File: src/mbcfg_pkg.sv
// mbcfg_pkg: register indices, field layouts, reset values and timing counts
// for the fieldbus configuration and link watchdog bank.
// assumes a single 250 MHz system clock.
package mbcfg_pkg;
  localparam int unsigned CLOCK_HZ       = 250_000_000;
  localparam int unsigned MS_PER_S       = 1000;
  localparam int unsigned CYCLES_PER_MS  = CLOCK_HZ / MS_PER_S;

  // register indices (16-bit registers, holding-register space)
  localparam logic [7:0] REG_IDENT          = 8'h00;
  localparam logic [7:0] REG_SWITCHES       = 8'h01;
  localparam logic [7:0] REG_BAUD           = 8'h02;
  localparam logic [7:0] REG_FRAME          = 8'h03;
  localparam logic [7:0] REG_PARITY         = 8'h04;
  localparam logic [7:0] REG_REPLY_DELAY    = 8'h05;
  localparam logic [7:0] REG_PROTOCOL       = 8'h06;
  localparam logic [7:0] REG_WATCHDOG       = 8'h08;
  localparam logic [7:0] REG_DEFAULT_OUT    = 8'h0C;
  localparam logic [7:0] REG_STATION_ADDR   = 8'h0D;

  // reset / factory values
  localparam logic [15:0] BAUD_DEFAULT      = 16'h0003;
  localparam logic [15:0] FRAME_DEFAULT     = 16'h0801;
  localparam logic [15:0] PARITY_DEFAULT    = 16'h0000;
  localparam logic [15:0] DELAY_DEFAULT     = 16'h0000;
  localparam logic [15:0] PROTOCOL_DEFAULT  = 16'h0000;
  localparam logic [15:0] WATCHDOG_DEFAULT  = 16'h0000;
  localparam logic [15:0] DEFOUT_DEFAULT    = 16'h0000;
  localparam logic [15:0] IDENT_VALUE       = 16'h0A5A; // arbitrary value

  // frame-format layout: stop bits in low byte, data bits in high byte
  localparam int unsigned FRAME_STOP_LSB    = 0;
  localparam int unsigned FRAME_DATA_LSB    = 8;
  localparam logic [7:0]  STOP_TWO          = 8'h02;
  localparam logic [7:0]  DATA_SEVEN        = 8'h07;

  // baud codes and decoded rates
  localparam logic [15:0] BAUD_CODE_MAX     = 16'h0006;
  localparam logic [19:0] BAUD_RATE_2400    = 20'h00960;
  localparam logic [19:0] BAUD_RATE_4800    = 20'h012C0;
  localparam logic [19:0] BAUD_RATE_9600    = 20'h02580;
  localparam logic [19:0] BAUD_RATE_19200   = 20'h04B00;
  localparam logic [19:0] BAUD_RATE_38400   = 20'h09600;
  localparam logic [19:0] BAUD_RATE_57600   = 20'h0E100;
  localparam logic [19:0] BAUD_RATE_115200  = 20'h1C200;
  localparam logic [3:0]  BAUD_OTHER_SCALE  = 4'hA;

  typedef enum logic [2:0] {
    MBCFG_PAR_NONE,
    MBCFG_PAR_ODD,
    MBCFG_PAR_EVEN,
    MBCFG_PAR_ZERO,
    MBCFG_PAR_ONE
  } mbcfg_parity_t;

  typedef enum logic [1:0] {
    MBCFG_LINK_IDLE,
    MBCFG_LINK_DELAY,
    MBCFG_LINK_SEND
  } mbcfg_link_t;
endpackage

File: src/mbcfg_ms_tick.sv
// mbcfg_ms_tick: divider giving a one-cycle pulse every millisecond.
// assumes clock_in runs at the rate CYCLES_PER_MS was derived from.
`timescale 1ns/100ps
`default_nettype none
module mbcfg_ms_tick #(
  parameter int unsigned DIVIDE = mbcfg_pkg::CYCLES_PER_MS
) (
  input  wire logic clock_in,
  input  wire logic reset_in,
  input  wire logic restart_in,
  output logic      tick_out
);
  import mbcfg_pkg::*;

  typedef struct packed {
    logic [31:0] count;
    logic        tick;
  } mbcfg_tick_state_t;

  mbcfg_tick_state_t state;
  mbcfg_tick_state_t next_state;

  always_comb begin
    next_state = state;
    next_state.tick = 1'b0;
    if (restart_in) begin
      next_state.count = '0;
    end else if (state.count == DIVIDE - 1) begin
      next_state.count = '0;
      next_state.tick = 1'b1;
    end else begin
      next_state.count = state.count + 32'h1;
    end
  end

  always_ff @(posedge clock_in or posedge reset_in) begin
    if (reset_in) begin
      state <= '0;
    end else begin
      state <= next_state;
    end
  end

  assign tick_out = state.tick;
endmodule
`default_nettype wire

File: src/mbcfg_bank.sv
// mbcfg_bank: communication configuration registers, station address,
// reply hold-off and link watchdog of a serial fieldbus i/o module.
// assumes a frame engine outside that decodes requests into register
// accesses and valid-frame pulses, and serialises replies on request.
`timescale 1ns/100ps
`default_nettype none
// Summary of operation
// - baud codes 0..6 decode to 2400,4800,9600,19200,38400,57600,115200 bit/s.
// - any other baud value gives a line rate of value times ten.
// - parity 0 none, 1 odd, 2 even, 3 forced zero, 4 forced one.
// - frame format selects one or two stop bits.
// - frame format selects seven or eight data bits.
// - each reply waits the reply-delay milliseconds before transmission starts.
// - protocol variant 0 selects binary framing, 1 selects ascii framing.
// - factory defaults 19200 baud, no parity, 8 data, 1 stop, no delay, binary.
// - restore switch closed at power-up loads factory communication defaults.
// - a restore also clears every other held register value.
// - station address is sum of five weighted switches, giving 0 to 31.
// - addresses 32 to 255 only come from a bus or port write.
// - output bits at 00001 (codes 1,5,15), input bits 10001 (code 2).
// - registers at 30001 and 40001 are sixteen bits wide.
// - watchdog register holds a sixteen-bit millisecond timeout.
// - no valid message before timeout forces outputs to their default states.
// - watchdog resets to zero, and zero disables it entirely.
// - default output pattern comes from the default-output register.
// - link indicator lights while answering a correct frame to us.
module mbcfg_bank #(
  parameter int unsigned OUT_WIDTH     = 8,
  parameter int unsigned MS_DIVIDE     = mbcfg_pkg::CYCLES_PER_MS
) (
  input  wire logic                  clock_in,
  input  wire logic                  reset_in,
  input  wire logic                  address_switch_weight_1_in,
  input  wire logic                  address_switch_weight_2_in,
  input  wire logic                  address_switch_weight_4_in,
  input  wire logic                  address_switch_weight_8_in,
  input  wire logic                  address_switch_weight_16_in,
  input  wire logic                  restore_defaults_switch_in,
  input  wire logic                  reg_write_in,
  input  wire logic                  reg_read_in,
  input  wire logic [7:0]            reg_index_in,
  input  wire logic [15:0]           reg_wdata_in,
  input  wire logic                  frame_valid_own_in,
  input  wire logic                  reply_done_in,
  input  wire logic [OUT_WIDTH-1:0]  output_request_in,
  output logic      [15:0]           reg_rdata_out,
  output logic                       reg_error_out,
  output logic      [19:0]           line_rate_out,
  output mbcfg_pkg::mbcfg_parity_t   parity_mode_out,
  output logic                       two_stop_bits_out,
  output logic                       seven_data_bits_out,
  output logic                       ascii_framing_out,
  output logic      [7:0]            station_address_out,
  output logic                       reply_start_out,
  output logic                       link_indicator_out,
  output logic      [OUT_WIDTH-1:0]  relay_outputs_out,
  output logic                       watchdog_expired_out,
  output logic                       clear_all_registers_out
);
  import mbcfg_pkg::*;

  ////////////////////////////////////////////////////////////////////////////
  typedef struct packed {
    logic [15:0]          baud;
    logic [15:0]          frame;
    logic [15:0]          parity;
    logic [15:0]          delay;
    logic [15:0]          protocol;
    logic [15:0]          watchdog;
    logic [15:0]          default_out;
    logic [7:0]           bus_address;
    logic                 bus_address_set;
    logic                 restore_seen;
    logic                 strap_done;
    mbcfg_link_t          link;
    logic [15:0]          delay_left;
    logic [15:0]          wd_elapsed;
    logic                 expired;
    logic                 settings_dirty;
    logic [15:0]          rdata;
    logic                 rerror;
    logic [19:0]          line_rate;
    mbcfg_parity_t        parity_mode;
    logic                 two_stop;
    logic                 seven_data;
    logic                 ascii;
    logic [7:0]           station;
    logic                 reply_start;
    logic                 link_led;
    logic [OUT_WIDTH-1:0] relays;
    logic                 clear_all;
  } mbcfg_state_t;

  mbcfg_state_t state;
  mbcfg_state_t next_state;
  logic         ms_tick;
  logic         wd_restart;
  logic [4:0]   switch_address;
  logic [19:0]  decoded_rate;
  mbcfg_parity_t decoded_parity;

  ////////////////////////////////////////////////////////////////////////////
  // one divider serves both the reply hold-off and the watchdog
  mbcfg_ms_tick #(
    .DIVIDE (MS_DIVIDE)
  ) u_ms_tick (
    .clock_in   (clock_in),
    .reset_in   (reset_in),
    .restart_in (wd_restart),
    .tick_out   (ms_tick)
  );

  assign switch_address = {address_switch_weight_16_in, address_switch_weight_8_in,
                           address_switch_weight_4_in, address_switch_weight_2_in,
                           address_switch_weight_1_in};

  assign wd_restart = frame_valid_own_in
                    || (reg_write_in && reg_index_in == REG_WATCHDOG);

  always_comb begin
    case (state.baud)
      16'h0000: decoded_rate = BAUD_RATE_2400;
      16'h0001: decoded_rate = BAUD_RATE_4800;
      16'h0002: decoded_rate = BAUD_RATE_9600;
      16'h0003: decoded_rate = BAUD_RATE_19200;
      16'h0004: decoded_rate = BAUD_RATE_38400;
      16'h0005: decoded_rate = BAUD_RATE_57600;
      16'h0006: decoded_rate = BAUD_RATE_115200;
      default:  decoded_rate = 20'(state.baud * BAUD_OTHER_SCALE);
    endcase
    case (state.parity)
      16'h0001: decoded_parity = MBCFG_PAR_ODD;
      16'h0002: decoded_parity = MBCFG_PAR_EVEN;
      16'h0003: decoded_parity = MBCFG_PAR_ZERO;
      16'h0004: decoded_parity = MBCFG_PAR_ONE;
      default:  decoded_parity = MBCFG_PAR_NONE;
    endcase
  end

  ////////////////////////////////////////////////////////////////////////////
  always_comb begin
    next_state = state;
    next_state.reply_start = 1'b0;
    next_state.clear_all = 1'b0;
    next_state.rerror = 1'b0;

    // strap is caught one clocked cycle after reset release
    if (!state.strap_done) begin
      next_state.strap_done = 1'b1;
      next_state.restore_seen = restore_defaults_switch_in;
      if (restore_defaults_switch_in) begin
        next_state.baud = BAUD_DEFAULT;
        next_state.frame = FRAME_DEFAULT;
        next_state.parity = PARITY_DEFAULT;
        next_state.delay = DELAY_DEFAULT;
        next_state.protocol = PROTOCOL_DEFAULT;
        next_state.watchdog = WATCHDOG_DEFAULT;
        next_state.default_out = DEFOUT_DEFAULT;
        next_state.bus_address_set = 1'b0;
        next_state.clear_all = 1'b1;
      end
      next_state.settings_dirty = 1'b1;
    end

    // register writes, 16 bits wide except the station address, which keeps bits 7:0
    if (reg_write_in) begin
      next_state.settings_dirty = 1'b1;
      case (reg_index_in)
        REG_BAUD:         next_state.baud = reg_wdata_in;
        REG_FRAME:        next_state.frame = reg_wdata_in;
        REG_PARITY:       next_state.parity = reg_wdata_in;
        REG_REPLY_DELAY:  next_state.delay = reg_wdata_in;
        REG_PROTOCOL:     next_state.protocol = reg_wdata_in;
        REG_WATCHDOG:     next_state.watchdog = reg_wdata_in;
        REG_DEFAULT_OUT:  next_state.default_out = reg_wdata_in;
        REG_STATION_ADDR: begin
          next_state.bus_address = reg_wdata_in[7:0];
          next_state.bus_address_set = 1'b1;
        end
        default:          next_state.rerror = 1'b1;
      endcase
    end

    if (reg_read_in) begin
      case (reg_index_in)
        REG_IDENT:        next_state.rdata = IDENT_VALUE;
        REG_SWITCHES:     next_state.rdata = {10'h000, state.restore_seen, switch_address};
        REG_BAUD:         next_state.rdata = state.baud;
        REG_FRAME:        next_state.rdata = state.frame;
        REG_PARITY:       next_state.rdata = state.parity;
        REG_REPLY_DELAY:  next_state.rdata = state.delay;
        REG_PROTOCOL:     next_state.rdata = state.protocol;
        REG_WATCHDOG:     next_state.rdata = state.watchdog;
        REG_DEFAULT_OUT:  next_state.rdata = state.default_out;
        REG_STATION_ADDR: next_state.rdata = {8'h00, state.station};
        default: begin
          next_state.rdata = 16'h0000;
          next_state.rerror = 1'b1;
        end
      endcase
    end

    // switches give 0..31; larger addresses only through a write
    next_state.station = state.bus_address_set ? state.bus_address
                                               : {3'b000, switch_address};

    // reply hold-off and link indicator
    case (state.link)
      MBCFG_LINK_IDLE: begin
        if (frame_valid_own_in) begin
          next_state.delay_left = state.delay;
          next_state.link = MBCFG_LINK_DELAY;
        end
      end
      MBCFG_LINK_DELAY: begin
        if (state.delay_left == 16'h0000) begin
          next_state.reply_start = 1'b1;
          next_state.link_led = 1'b1;
          next_state.link = MBCFG_LINK_SEND;
        end else if (ms_tick) begin
          next_state.delay_left = state.delay_left - 16'h0001;
        end
      end
      MBCFG_LINK_SEND: begin
        if (reply_done_in) begin
          next_state.link_led = 1'b0;
          next_state.link = MBCFG_LINK_IDLE;
        end
      end
      default: next_state.link = MBCFG_LINK_IDLE;
    endcase

    // line settings only change while no reply is on the wire
    if (state.settings_dirty && state.link == MBCFG_LINK_IDLE) begin
      next_state.settings_dirty = reg_write_in;
      next_state.line_rate = decoded_rate;
      next_state.parity_mode = decoded_parity;
      next_state.two_stop = (state.frame[FRAME_STOP_LSB +: 8] == STOP_TWO);
      next_state.seven_data = (state.frame[FRAME_DATA_LSB +: 8] == DATA_SEVEN);
      next_state.ascii = state.protocol[0];
    end

    // watchdog: count whole milliseconds since the last restart
    if (wd_restart) begin
      next_state.wd_elapsed = 16'h0000;
      next_state.expired = 1'b0;
    end else if (state.watchdog == 16'h0000) begin
      next_state.wd_elapsed = 16'h0000;
      next_state.expired = 1'b0;
    end else if (ms_tick && !state.expired) begin
      next_state.wd_elapsed = state.wd_elapsed + 16'h0001;
      if (state.wd_elapsed + 16'h0001 >= state.watchdog) begin
        next_state.expired = 1'b1;
      end
    end

    // forced outputs hold the default pattern until a valid frame or a watchdog write restarts the watchdog
    if (!state.strap_done || state.expired) begin
      next_state.relays = state.default_out[OUT_WIDTH-1:0];
    end else begin
      next_state.relays = output_request_in;
    end
  end

  ////////////////////////////////////////////////////////////////////////////
  // register contents return to factory values on reset; the restore strap
  // additionally pulses clear_all for registers held outside the module
  always_ff @(posedge clock_in or posedge reset_in) begin
    if (reset_in) begin
      state <= '0;
      state.baud <= BAUD_DEFAULT;
      state.frame <= FRAME_DEFAULT;
      state.parity <= PARITY_DEFAULT;
      state.delay <= DELAY_DEFAULT;
      state.protocol <= PROTOCOL_DEFAULT;
      state.watchdog <= WATCHDOG_DEFAULT;
      state.default_out <= DEFOUT_DEFAULT;
      state.link <= MBCFG_LINK_IDLE;
      state.line_rate <= BAUD_RATE_19200;
      state.parity_mode <= MBCFG_PAR_NONE;
    end else begin
      state <= next_state;
    end
  end

  assign reg_rdata_out = state.rdata;
  assign reg_error_out = state.rerror;
  assign line_rate_out = state.line_rate;
  assign parity_mode_out = state.parity_mode;
  assign two_stop_bits_out = state.two_stop;
  assign seven_data_bits_out = state.seven_data;
  assign ascii_framing_out = state.ascii;
  assign station_address_out = state.station;
  assign reply_start_out = state.reply_start;
  assign link_indicator_out = state.link_led;
  assign relay_outputs_out = state.relays;
  assign watchdog_expired_out = state.expired;
  assign clear_all_registers_out = state.clear_all;
endmodule
`default_nettype wire

File: config.mk
export PLATFORM = sky130hd
export DESIGN_NAME = mbcfg_bank
export DESIGN_NICKNAME = d
export VERILOG_FILES = /design/src/mbcfg_pkg.sv /design/src/mbcfg_ms_tick.sv /design/src/mbcfg_bank.sv
export SDC_FILE = /design/constraint.sdc
export NUM_CORES = 1
export LEC_CHECK = 0
export BUFFER_PORTS_ARGS = -buffer_cell sky130_fd_sc_hd__buf_2
export CORE_UTILIZATION = 55
export CTS_CLUSTER_DIAMETER = 80
export DETAILED_ROUTE_END_ITERATION = 10
export GPL_TIMING_DRIVEN = 0
export PLACE_DENSITY = 0.84
export SYNTH_ARGS = -nofsm -noshare
export SYNTH_HDL_FRONTEND = slang
export SYNTH_SLANG_ARGS = --single-unit
File: constraint.sdc
create_clock -name clock_in -period 19 [get_ports clock_in]
set_input_delay 1.9 -clock clock_in [delete_from_list [all_inputs] [get_ports clock_in]]
set_output_delay 1.9 -clock clock_in [all_outputs]
set_load 0.01 [all_outputs]
==> results.yml, run 1 <==
status:
  status: "completed"
critical_path:
  cp_max_fo: 10
  arrival_ns: 4.40
  critPathCaptureType: "flop"
  criticalPathCategory: "input pin to flop"
  r2r-start: "state[206]"
  crit_required_ns: 19.40
  cp-startpoint: "reg_index_in[3]"
  startpoint_type: "input pin"
drt:
  ant_nets: 0
  route.final.wire_length_mm: 42.9
  drc: 0
  vias: 12500
  first_iter_violations: 1497
  drt-pass1-iter-count: 7
  via_per_inst: 6.16
  wl_per_cell_um: 21.2
timing:
  slew_violations: 0
  finalCritPeriodShare_pct: 21.1
  relSlewSlack_pct: 39.3
  setup_ws_ns: 15.00
  period_needed_ns: 4.00
  max_freq_mhz: 250
  final.setup.tns_ns: 0
  clock-skew-final_ns: 0.0118
  hold_ws_ns: 0.478
  worstMarginPinSlew_ns: 0.907
  finalSetupViolations: 0
  rsz0062_at_grt: "no"
  final-hold-violation-count: 0
finish:
  most-common-layout-cells: "nand2_1, dfrtp_1, buf_2, nor2_1, o21ai_0"
  final_core_util_pct: 63.2
  diodes: 0
  final_area_um2: 15900
  drive_gt1_share_pct: 17.7
  area_growth_pct: 13.4
  mostFrequentLayoutCell: "nand2_1"
  nFillCells: 2110
  finalNetCount: 1765
place:
  io_buffers: 94
  place_area_um2: 15000
  detailedPlace.worstSlack_ns: 14.57
  gp_congestion: 1.04
  hpwl_mm: 31.3
clocking:
  clock_latency_ns: 0.55
  cts_resized: 0
  numCtsBuffers: 27
  cts_tree: "built"
  hold_buffers: 0
  clockBufferDepth: 3
  cts.reportedPaths.clkPinSlew_ns: 0.06
  cts.sinks: 253
  cts-root-buf: "clkbuf_16"
  cts_setup_buffers: 0
  htreeDepth: 1
floorplanning:
  design.core.area_um2: 25100
  die_h_um: 162
  start_util_pct: 55.8
  dieArea_um2: 26100
  placementRows: 58
  pin_count: 107
  fp.dieW_um: 162
power:
  ir_worst_vdd_mv: 0.0728
  leakagePower_nw: 7.29
  powerDensity_nw_per_um2: 76.7
global_routing:
  grt.overflow.total: 0
  grt_pass1_vias: 11600
  grt_max_degree: 116
  grt_pass1_wl_mm: 66.1
  antenna_found_initial: 0
  track_usage_pct: 33.0
yosys:
  synthArstFlopShare_pct: 100
  synth_ff_type: "dfrtp_1"
  ys.warnings.count: 0
  synth_edf_count: 0
  synth_seq_cells: 253
  syn-num-nets: 1640
  syn-cell-area_um2: 14000
  synth_area_per_cell_um2: 9.05
  synth_cells: 1548
  yosysSeqAreaShare_pct: 45.3
  synth_cell_types: 77
hold_path:
  min-delay-start: "two_stop_bits_out"
  hold_path_class: "flop to flop"
flow_run:
  maxCapViolCount: 0
[kinds of logic (layout without fill, tap and decap cells)]
kind of cell             count (synthesis)  after routing  share of synthesized area [%]
AO/OA/AOI/OAI                          330            330                           15.3
buffers and inverters                  201            345                           7.52
adder cells (fa/ha/maj)                 48             48                           4.34
other                                    2              2                         0.0536
XOR/XNOR                                72             72                           4.50
flip-flops                             253            253                           45.3
multiplexers                            43             43                           3.35
AND/OR/NAND/NOR                        599            599                           19.7
[through the flow]
stage	cells	power [mW]
after global placement	1972	0.677
final	2022	1.22
after detailed placement	1974	0.681
after global routing	2022	1.26
after floorplan	1548	0.641
after CTS	2022	1.22
[state kept, by name (all words and copies together) (netlist names), 3 cells and up]
signal and count:
state 158, station_address_out 8, relay_outputs_out 8, line_rate_out 19
u_ms_tick.state 32, parity_mode_out 3, reg_rdata_out 16
[critical path, cell delays in order]
cell,delay (ns)
clkbuf_1,0.54
clkbuf_1,0.58
clkbuf_1,0.51
a21oi_1,0.16
a31oi_1,0.17
o22ai_1,0.12
a31oi_1,0.29
o22ai_1,0.12
[cell type report]
type,instances,area (um^2),share of cell area (%)
Timing Repair Buffer,96,526,3.31
Clock inverter,9,114,0.717
Tap cell,330,413,2.60
Multi-Input combinational cell,1094,6610,41.6
Inverter,48,188,1.18
Sequential cell,253,6340,39.9
Clock buffer,39,811,5.11
Buffer,153,873,5.50
[layer usage]
metal / global-route usage, % / routed length (um) / share of wire, % / vias to the layer above
li1: - / - / - / 5593
met1: 45.4 / 17300 / 40 / 5972
met2: 51.3 / 19100 / 45 / 729
met3: 4.85 / 4180 / 9.8 / 156
met4: 16.1 / 2340 / 5.5 / 0
met5: 0 / 0 / 0 / -
[path summary, 6_finish.rpt]
path	cells after the start	to	slack, ns
setup / recovery	8	reg_rdata_out[11]	15.00
hold / removal	2	two_stop_bits_out	0.48
setup reg to reg	9	line_rate_out[18]	15.96
hold reg to reg	2	two_stop_bits_out	0.48
max in group asynchronous	4	state[177]	16.37
min in group asynchronous	2	state[106]	1.30
[cell usage after synthesis, types with 7 or more instances]
cell type | number | share of area (%)
a2bb2oi_1 | 7 | 0.44
ha_1 | 47 | 4.2
nand4_1 | 18 | 0.80
inv_1 | 48 | 1.3
o21ai_2 | 16 | 1.0
xor2_1 | 39 | 2.4
and2_1 | 8 | 0.36
mux2_2 | 31 | 2.5
nor2b_1 | 15 | 0.67
nand3_1 | 53 | 1.9
buf_2 | 22 | 0.79
a21oi_1 | 60 | 2.1
nor2_1 | 116 | 3.1
xnor2_1 | 33 | 2.1
a22oi_1 | 9 | 0.48
and3_1 | 25 | 1.1
a21o_1 | 7 | 0.38
a22o_1 | 10 | 0.63
dfstp_2 | 8 | 1.5
nand2b_1 | 12 | 0.54
clkbuf_1 | 63 | 1.7
a221oi_1 | 12 | 0.75
nor4_1 | 17 | 0.76
nand2_2 | 7 | 0.31
nand2_1 | 269 | 7.2
mux2i_1 | 12 | 0.86
dfrtp_1 | 245 | 44
buf_4 | 58 | 3.1
o31ai_1 | 16 | 0.86
o21ai_0 | 109 | 3.9
o22ai_1 | 24 | 1.1
nor3_1 | 36 | 1.3
[power breakdown]
group | leakage (nW) | internal (mW) | switching (mW)
combinational | 3.41 | 0.0395 | 0.0661
clock | 0.461 | 0.323 | 0.220
sequential | 3.42 | 0.556 | 0.0126
total | 7.29 | 0.919 | 0.299
(Power assumes the default switching activity.)
==> run 2: changes to the inputs <==
==> constraint.sdc (replaced) <==
create_clock -name clock_in -period 3.8 [get_ports clock_in]
set_input_delay 0.38 -clock clock_in [delete_from_list [all_inputs] [get_ports clock_in]]
set_output_delay 0.38 -clock clock_in [all_outputs]
set_load 0.01 [all_outputs]
==> results.yml, run 2 (synthesis gave the netlist of run 1 again) <==
status:
  status: "completed"
power:
  ir_worst_vdd_mv: 0.613
  leakagePower_nw: 7.30
  powerDensity_nw_per_um2: 381
  finalPower_mw: 6.07
clocking:
  clock_latency_ns: 0.55
  numCtsBuffers: 26
  hold_buffers: 0
  htreeDepth: 1
  cts.sinks: 253
  cts_setup_buffers: 0
  cts-root-buf: "clkbuf_16"
  cts_tree: "built"
  cts.reportedPaths.clkPinSlew_ns: 0.06
  cts_resized: 0
  clockBufferDepth: 3
global_routing:
  grt_pass1_vias: 11600
  track_usage_pct: 33.3
  grt.overflow.total: 0
  antenna_found_initial: 3
  grt_pass1_wl_mm: 66.9
  grt_max_degree: 45
floorplanning:
  dieArea_um2: 26100
  die_h_um: 162
  start_util_pct: 55.8
  placementRows: 58
  fp.dieW_um: 162
  pin_count: 107
  design.core.area_um2: 25100
drt:
  drt-pass1-iter-count: 6
  ant_nets: 0
  vias: 12300
  drc: 0
  via_per_inst: 6.08
  wl_per_cell_um: 21.1
  route.final.wire_length_mm: 42.9
  first_iter_violations: 1508
critical_path:
  critPathCaptureType: "flop"
  cp-startpoint: "state[208]"
  r2r_setup_slack_ns: 0.69
  rr_worst_depth: 9
  criticalPathCategory: "flop to flop"
  r2r_end: "line_rate_out[18]"
  crit_required_ns: 4.24
  arrival_ns: 3.55
  crit_path_max_incr_delay_ns: 0.54
  worstPathCellList: "ha_1 > ha_1 > fa_1 > a21o_1 > a221oi_1 > a21oi_1 > a41oi_1 > xnor2_1 > a22o_1"
  cp.buffers_inverters: 0
  cp_max_fo: 5
  cp_top_family: "compound AO/OA/AOI/OAI gates"
  startpoint_type: "flop"
  r2r-start: "state[208]"
  cp_num_cells: 9
  crit_path_top_delay_cell: "dfrtp_1"
  worstSetupEndpoint: "line_rate_out[18]"
  cp_common_cell: "ha_1"
timing:
  final-hold-violation-count: 0
  max_freq_mhz: 321
  finalSetupViolations: 0
  final.setup.tns_ns: 0
  clock-skew-final_ns: 0.0190
  worstMarginPinSlew_ns: 0.913
  slew_violations: 0
  rsz0062_at_grt: "no"
  hold_ws_ns: 0.0124
  finalCritPeriodShare_pct: 81.9
  period_needed_ns: 3.11
  relSlewSlack_pct: 39.0
place:
  io_buffers: 94
  gp_congestion: 1.04
  post-place-cells: 1978
  hpwl_mm: 31.2
finish:
  largest_register_ffs: 158
  regMostFlops: "state"
  drive_gt1_share_pct: 17.9
  mostFrequentLayoutCell: "nand2_1"
  most-common-layout-cells: "nand2_1, dfrtp_1, buf_2, nor2_1, o21ai_0"
  nFillCells: 2073
  ff_latch_area_um2: 6340
  final_cells: 2027
  area_growth_pct: 13.6
  finalNetCount: 1768
  multi_input_area_um2: 6610
flow_run:
  maxCapViolCount: 0
hold_path:
  hold_path_class: "input pin to async pin"
## run 2: cell count changes in the layout (fill, tap and decap cells not counted), sizes merged
cell,delta
clkbuf,-5
buf,+4
clkinv,+3
clkinvlp,+3
inv,-3
diode,+2
bufinv,+1
## run 2: worst min path at each step
stage                         startpoint                     end  slack, ns  depth (start not counted)
floorplan                      state[99]               state[99]       0.45                          2
global placement              state[108]  station_address_out[7]       0.46                          1
detailed placement     ascii_framing_out       ascii_framing_out       0.46                          2
CTS                             reset_in              state[120]       0.03                          2
global route        output_request_in[5]    relay_outputs_out[5]       0.06                          2
finish                          reset_in    relay_outputs_out[0]       0.01                          2
## run 2: worst register-to-register path, delay by kind of cell, from the launching register on
family / cells / cell delay, ns
DFF: 1 / 0.54
AOI/OAI and AO/OA: 5 / 1.41
adders and majority gates: 3 / 0.95
xor gates and xnor gates: 1 / 0.10
## run 2: where the power goes
part / internal (mW) / leakage (nW) / total, mW / switching (mW)
Combinational: 0.204 / 3.43 / 0.535 / 0.332
Sequential: 2.78 / 3.42 / 2.84 / 0.0633
Clock: 1.59 / 0.445 / 2.69 / 1.10
## run 2: area by class of cell
class / count / share of cell area [%]
well taps: 330 / 2.59
diodes: 2 / 0.0314
multi-input cells: 1094 / 41.5
repair buffers: 100 / 3.71
clock inverters: 13 / 0.912
plain buffers: 153 / 5.49
inverters: 48 / 1.16
flip-flops and latches: 253 / 39.8
clock buffers: 34 / 4.72
## run 2: layer usage
| layer | track usage [%] | share of wire [%] | up-vias |
|---|---|---|---|
| met5 | 0 | 0 | - |
| met1 | 47.7 | 42 | 5930 |
| li1 | - | - | 5592 |
| met4 | 12.1 | 3.8 | 0 |
| met3 | 4.83 | 9.9 | 110 |
| met2 | 51.3 | 45 | 691 |
## run 2: metrics by stage
step / setup WS (ns) / util, % / instance area, um^2
final: 0.687 / 63.4 / 15900
after global routing: 0.511 / 63.4 / 15900
after global placement: -1.33 / 59.3 / 14900
after CTS: 0.727 / 63.4 / 15900
after detailed placement: 0.745 / 59.8 / 15000
after floorplan: 0.0969 / - / 14000
==> run 3: changes to the inputs <==
==> constraint.sdc (replaced) <==
create_clock -name clock_in -period 3.1 [get_ports clock_in]
set_input_delay 0.31 -clock clock_in [delete_from_list [all_inputs] [get_ports clock_in]]
set_output_delay 0.31 -clock clock_in [all_outputs]
set_load 0.01 [all_outputs]
==> results.yml, run 3 (synthesis gave the netlist of run 1 again) <==
status:
  status: "completed"
global_routing:
  grt.overflow.total: 0
  grt_pass1_wl_mm: 67.1
  grt_max_degree: 45
  grt_pass1_vias: 11700
  antenna_found_initial: 3
  track_usage_pct: 33.4
drt:
  drt-pass1-iter-count: 6
  route.final.wire_length_mm: 42.9
  wl_per_cell_um: 21.1
  via_per_inst: 6.05
  vias: 12300
  ant_nets: 0
  drc: 0
  first_iter_violations: 1458
place:
  gp_congestion: 1.04
  hpwl_mm: 31.2
  detailedPlace.worstSlack_ns: 0.0453
  io_buffers: 94
  post-place-cells: 1978
  place_area_um2: 15000
clocking:
  clock_latency_ns: 0.54
  cts_tree: "built"
  cts.reportedPaths.clkPinSlew_ns: 0.06
  cts.sinks: 253
  numCtsBuffers: 26
  clockBufferDepth: 3
  htreeDepth: 1
  cts_setup_buffers: 0
  cts-root-buf: "clkbuf_16"
timing:
  finalCritPeriodShare_pct: 92.6
  period_needed_ns: 2.87
  setup_ws_ns: 0.229
  rsz0062_at_grt: "no"
  max_freq_mhz: 348
  slew_violations: 0
  finalSetupViolations: 0
  worstMarginPinSlew_ns: 0.899
  hold_ws_ns: 0.0188
  clock-skew-final_ns: 0.0194
  final-hold-violation-count: 0
  relSlewSlack_pct: 40.0
finish:
  most-common-layout-cells: "nand2_1, dfrtp_1, buf_2, nor2_1, o21ai_0"
  mostFrequentLayoutCell: "nand2_1"
  final_area_um2: 16000
  regMostFlops: "state"
  largest_register_ffs: 158
  drive_gt1_share_pct: 18.0
  ff_latch_area_um2: 6340
  nFillCells: 2059
  multi_input_area_um2: 6620
  final_core_util_pct: 63.7
  final_cells: 2034
  finalNetCount: 1775
  area_growth_pct: 14.2
hold_path:
  hold_path_end: "relay_outputs_out[6]"
  hold_depth: 2
  hold_path_class: "input pin to flop"
  min-delay-start: "output_request_in[6]"
floorplanning:
  start_util_pct: 55.8
  die_h_um: 162
  placementRows: 58
  design.core.area_um2: 25100
  fp.dieW_um: 162
  pin_count: 107
  dieArea_um2: 26100
critical_path:
  cp_max_fo: 5
  startpoint_type: "flop"
  criticalPathCategory: "flop to flop"
  critPathCaptureType: "flop"
  rr_worst_depth: 9
  r2r-start: "state[208]"
  crit_required_ns: 3.53
  r2r_setup_slack_ns: 0.23
  r2r_end: "line_rate_out[18]"
  arrival_ns: 3.30
power:
  power_frac_seq_pct: 46.9
  powerDensity_nw_per_um2: 465
  p_sw_mw: 1.83
  p_sw_share_pct: 24.5
  p_int_mw: 5.62
  combPwrFrac_pct: 8.9
  leakagePower_nw: 7.33
  ir_worst_vdd_mv: 0.752
  p_clk_share_pct: 44.2
flow_run:
  maxCapViolCount: 0
## run 3: cell count changes in the layout (fill, tap and decap cells not counted), sizes merged
cell         before  now
clkbuf           97   96
dlygate4sd3       0    8
## run 3: final cells by class
type / count / area share (%)
inverter: 48 / 1.15
buffer: 152 / 5.43
timing repair buffer: 108 / 4.19
clock inverter: 13 / 0.907
antenna: 2 / 0.0313
clock buffer: 34 / 4.70
sequential: 253 / 39.6
tap: 330 / 2.58
multi-input combinational: 1094 / 41.4
## run 3: routing by layer
metal	vias to the layer above	track usage, %	part of all wire, %
li1	5606	-	-
met3	104	4.96	10
met2	698	51.5	45
met5	-	0	0
met4	0	12.1	3.6
met1	5898	47.8	42
## run 3: worst max path at each step
stage               startpoint                  end  slack, ns  cells past startpoint
floorplan             reset_in    ascii_framing_out      -0.53                      1
global placement      reset_in  u_ms_tick.state[20]      -1.96                      2
detailed placement  state[208]    line_rate_out[18]       0.05                      9
CTS                 state[208]    line_rate_out[18]       0.03                      9
global route        state[206]    line_rate_out[18]       0.06                      9
finish              state[208]    line_rate_out[18]       0.23                      9
## run 3: per-stage QoR
step | TNS [ns] | total power, mW
6_report | 0 | 7.44
5_1_grt | 0 | 7.67
4_1_cts | 0 | 7.46
3_5_place_dp | 0 | 4.19
3_3_place_gp | -479.53 | 4.15
2_1_floorplan | -130.62 | 3.93
## run 3: repair_timing
action                                  CTS  global route
endpoints found under the hold margin    40             0
hold buffers                              8             0
endpoints found under the setup margin    0             5
resized for setup                         0             2
## run 3: worst max-delay path, cell delays in order, from the launching register on
cell	delay, ns
dfrtp_2	0.49
ha_1	0.31
ha_1	0.24
fa_1	0.40
a21o_1	0.20
a221oi_2	0.33
a21oi_1	0.20
a41oi_1	0.29
xnor2_1	0.10
a22o_1	0.20
## run 3: power groups by stage
| stage | clock network [mW] | logic [mW] | registers [mW] |
|---|---|---|---|
| final | 3.29 | 0.663 | 3.49 |
| after global routing | 3.46 | 0.719 | 3.50 |
| after CTS | 3.32 | 0.656 | 3.48 |
| after detailed placement | 0 | 0.646 | 3.54 |
| after global placement | 0 | 0.612 | 3.54 |
| after floorplan | 0 | 0.411 | 3.52 |
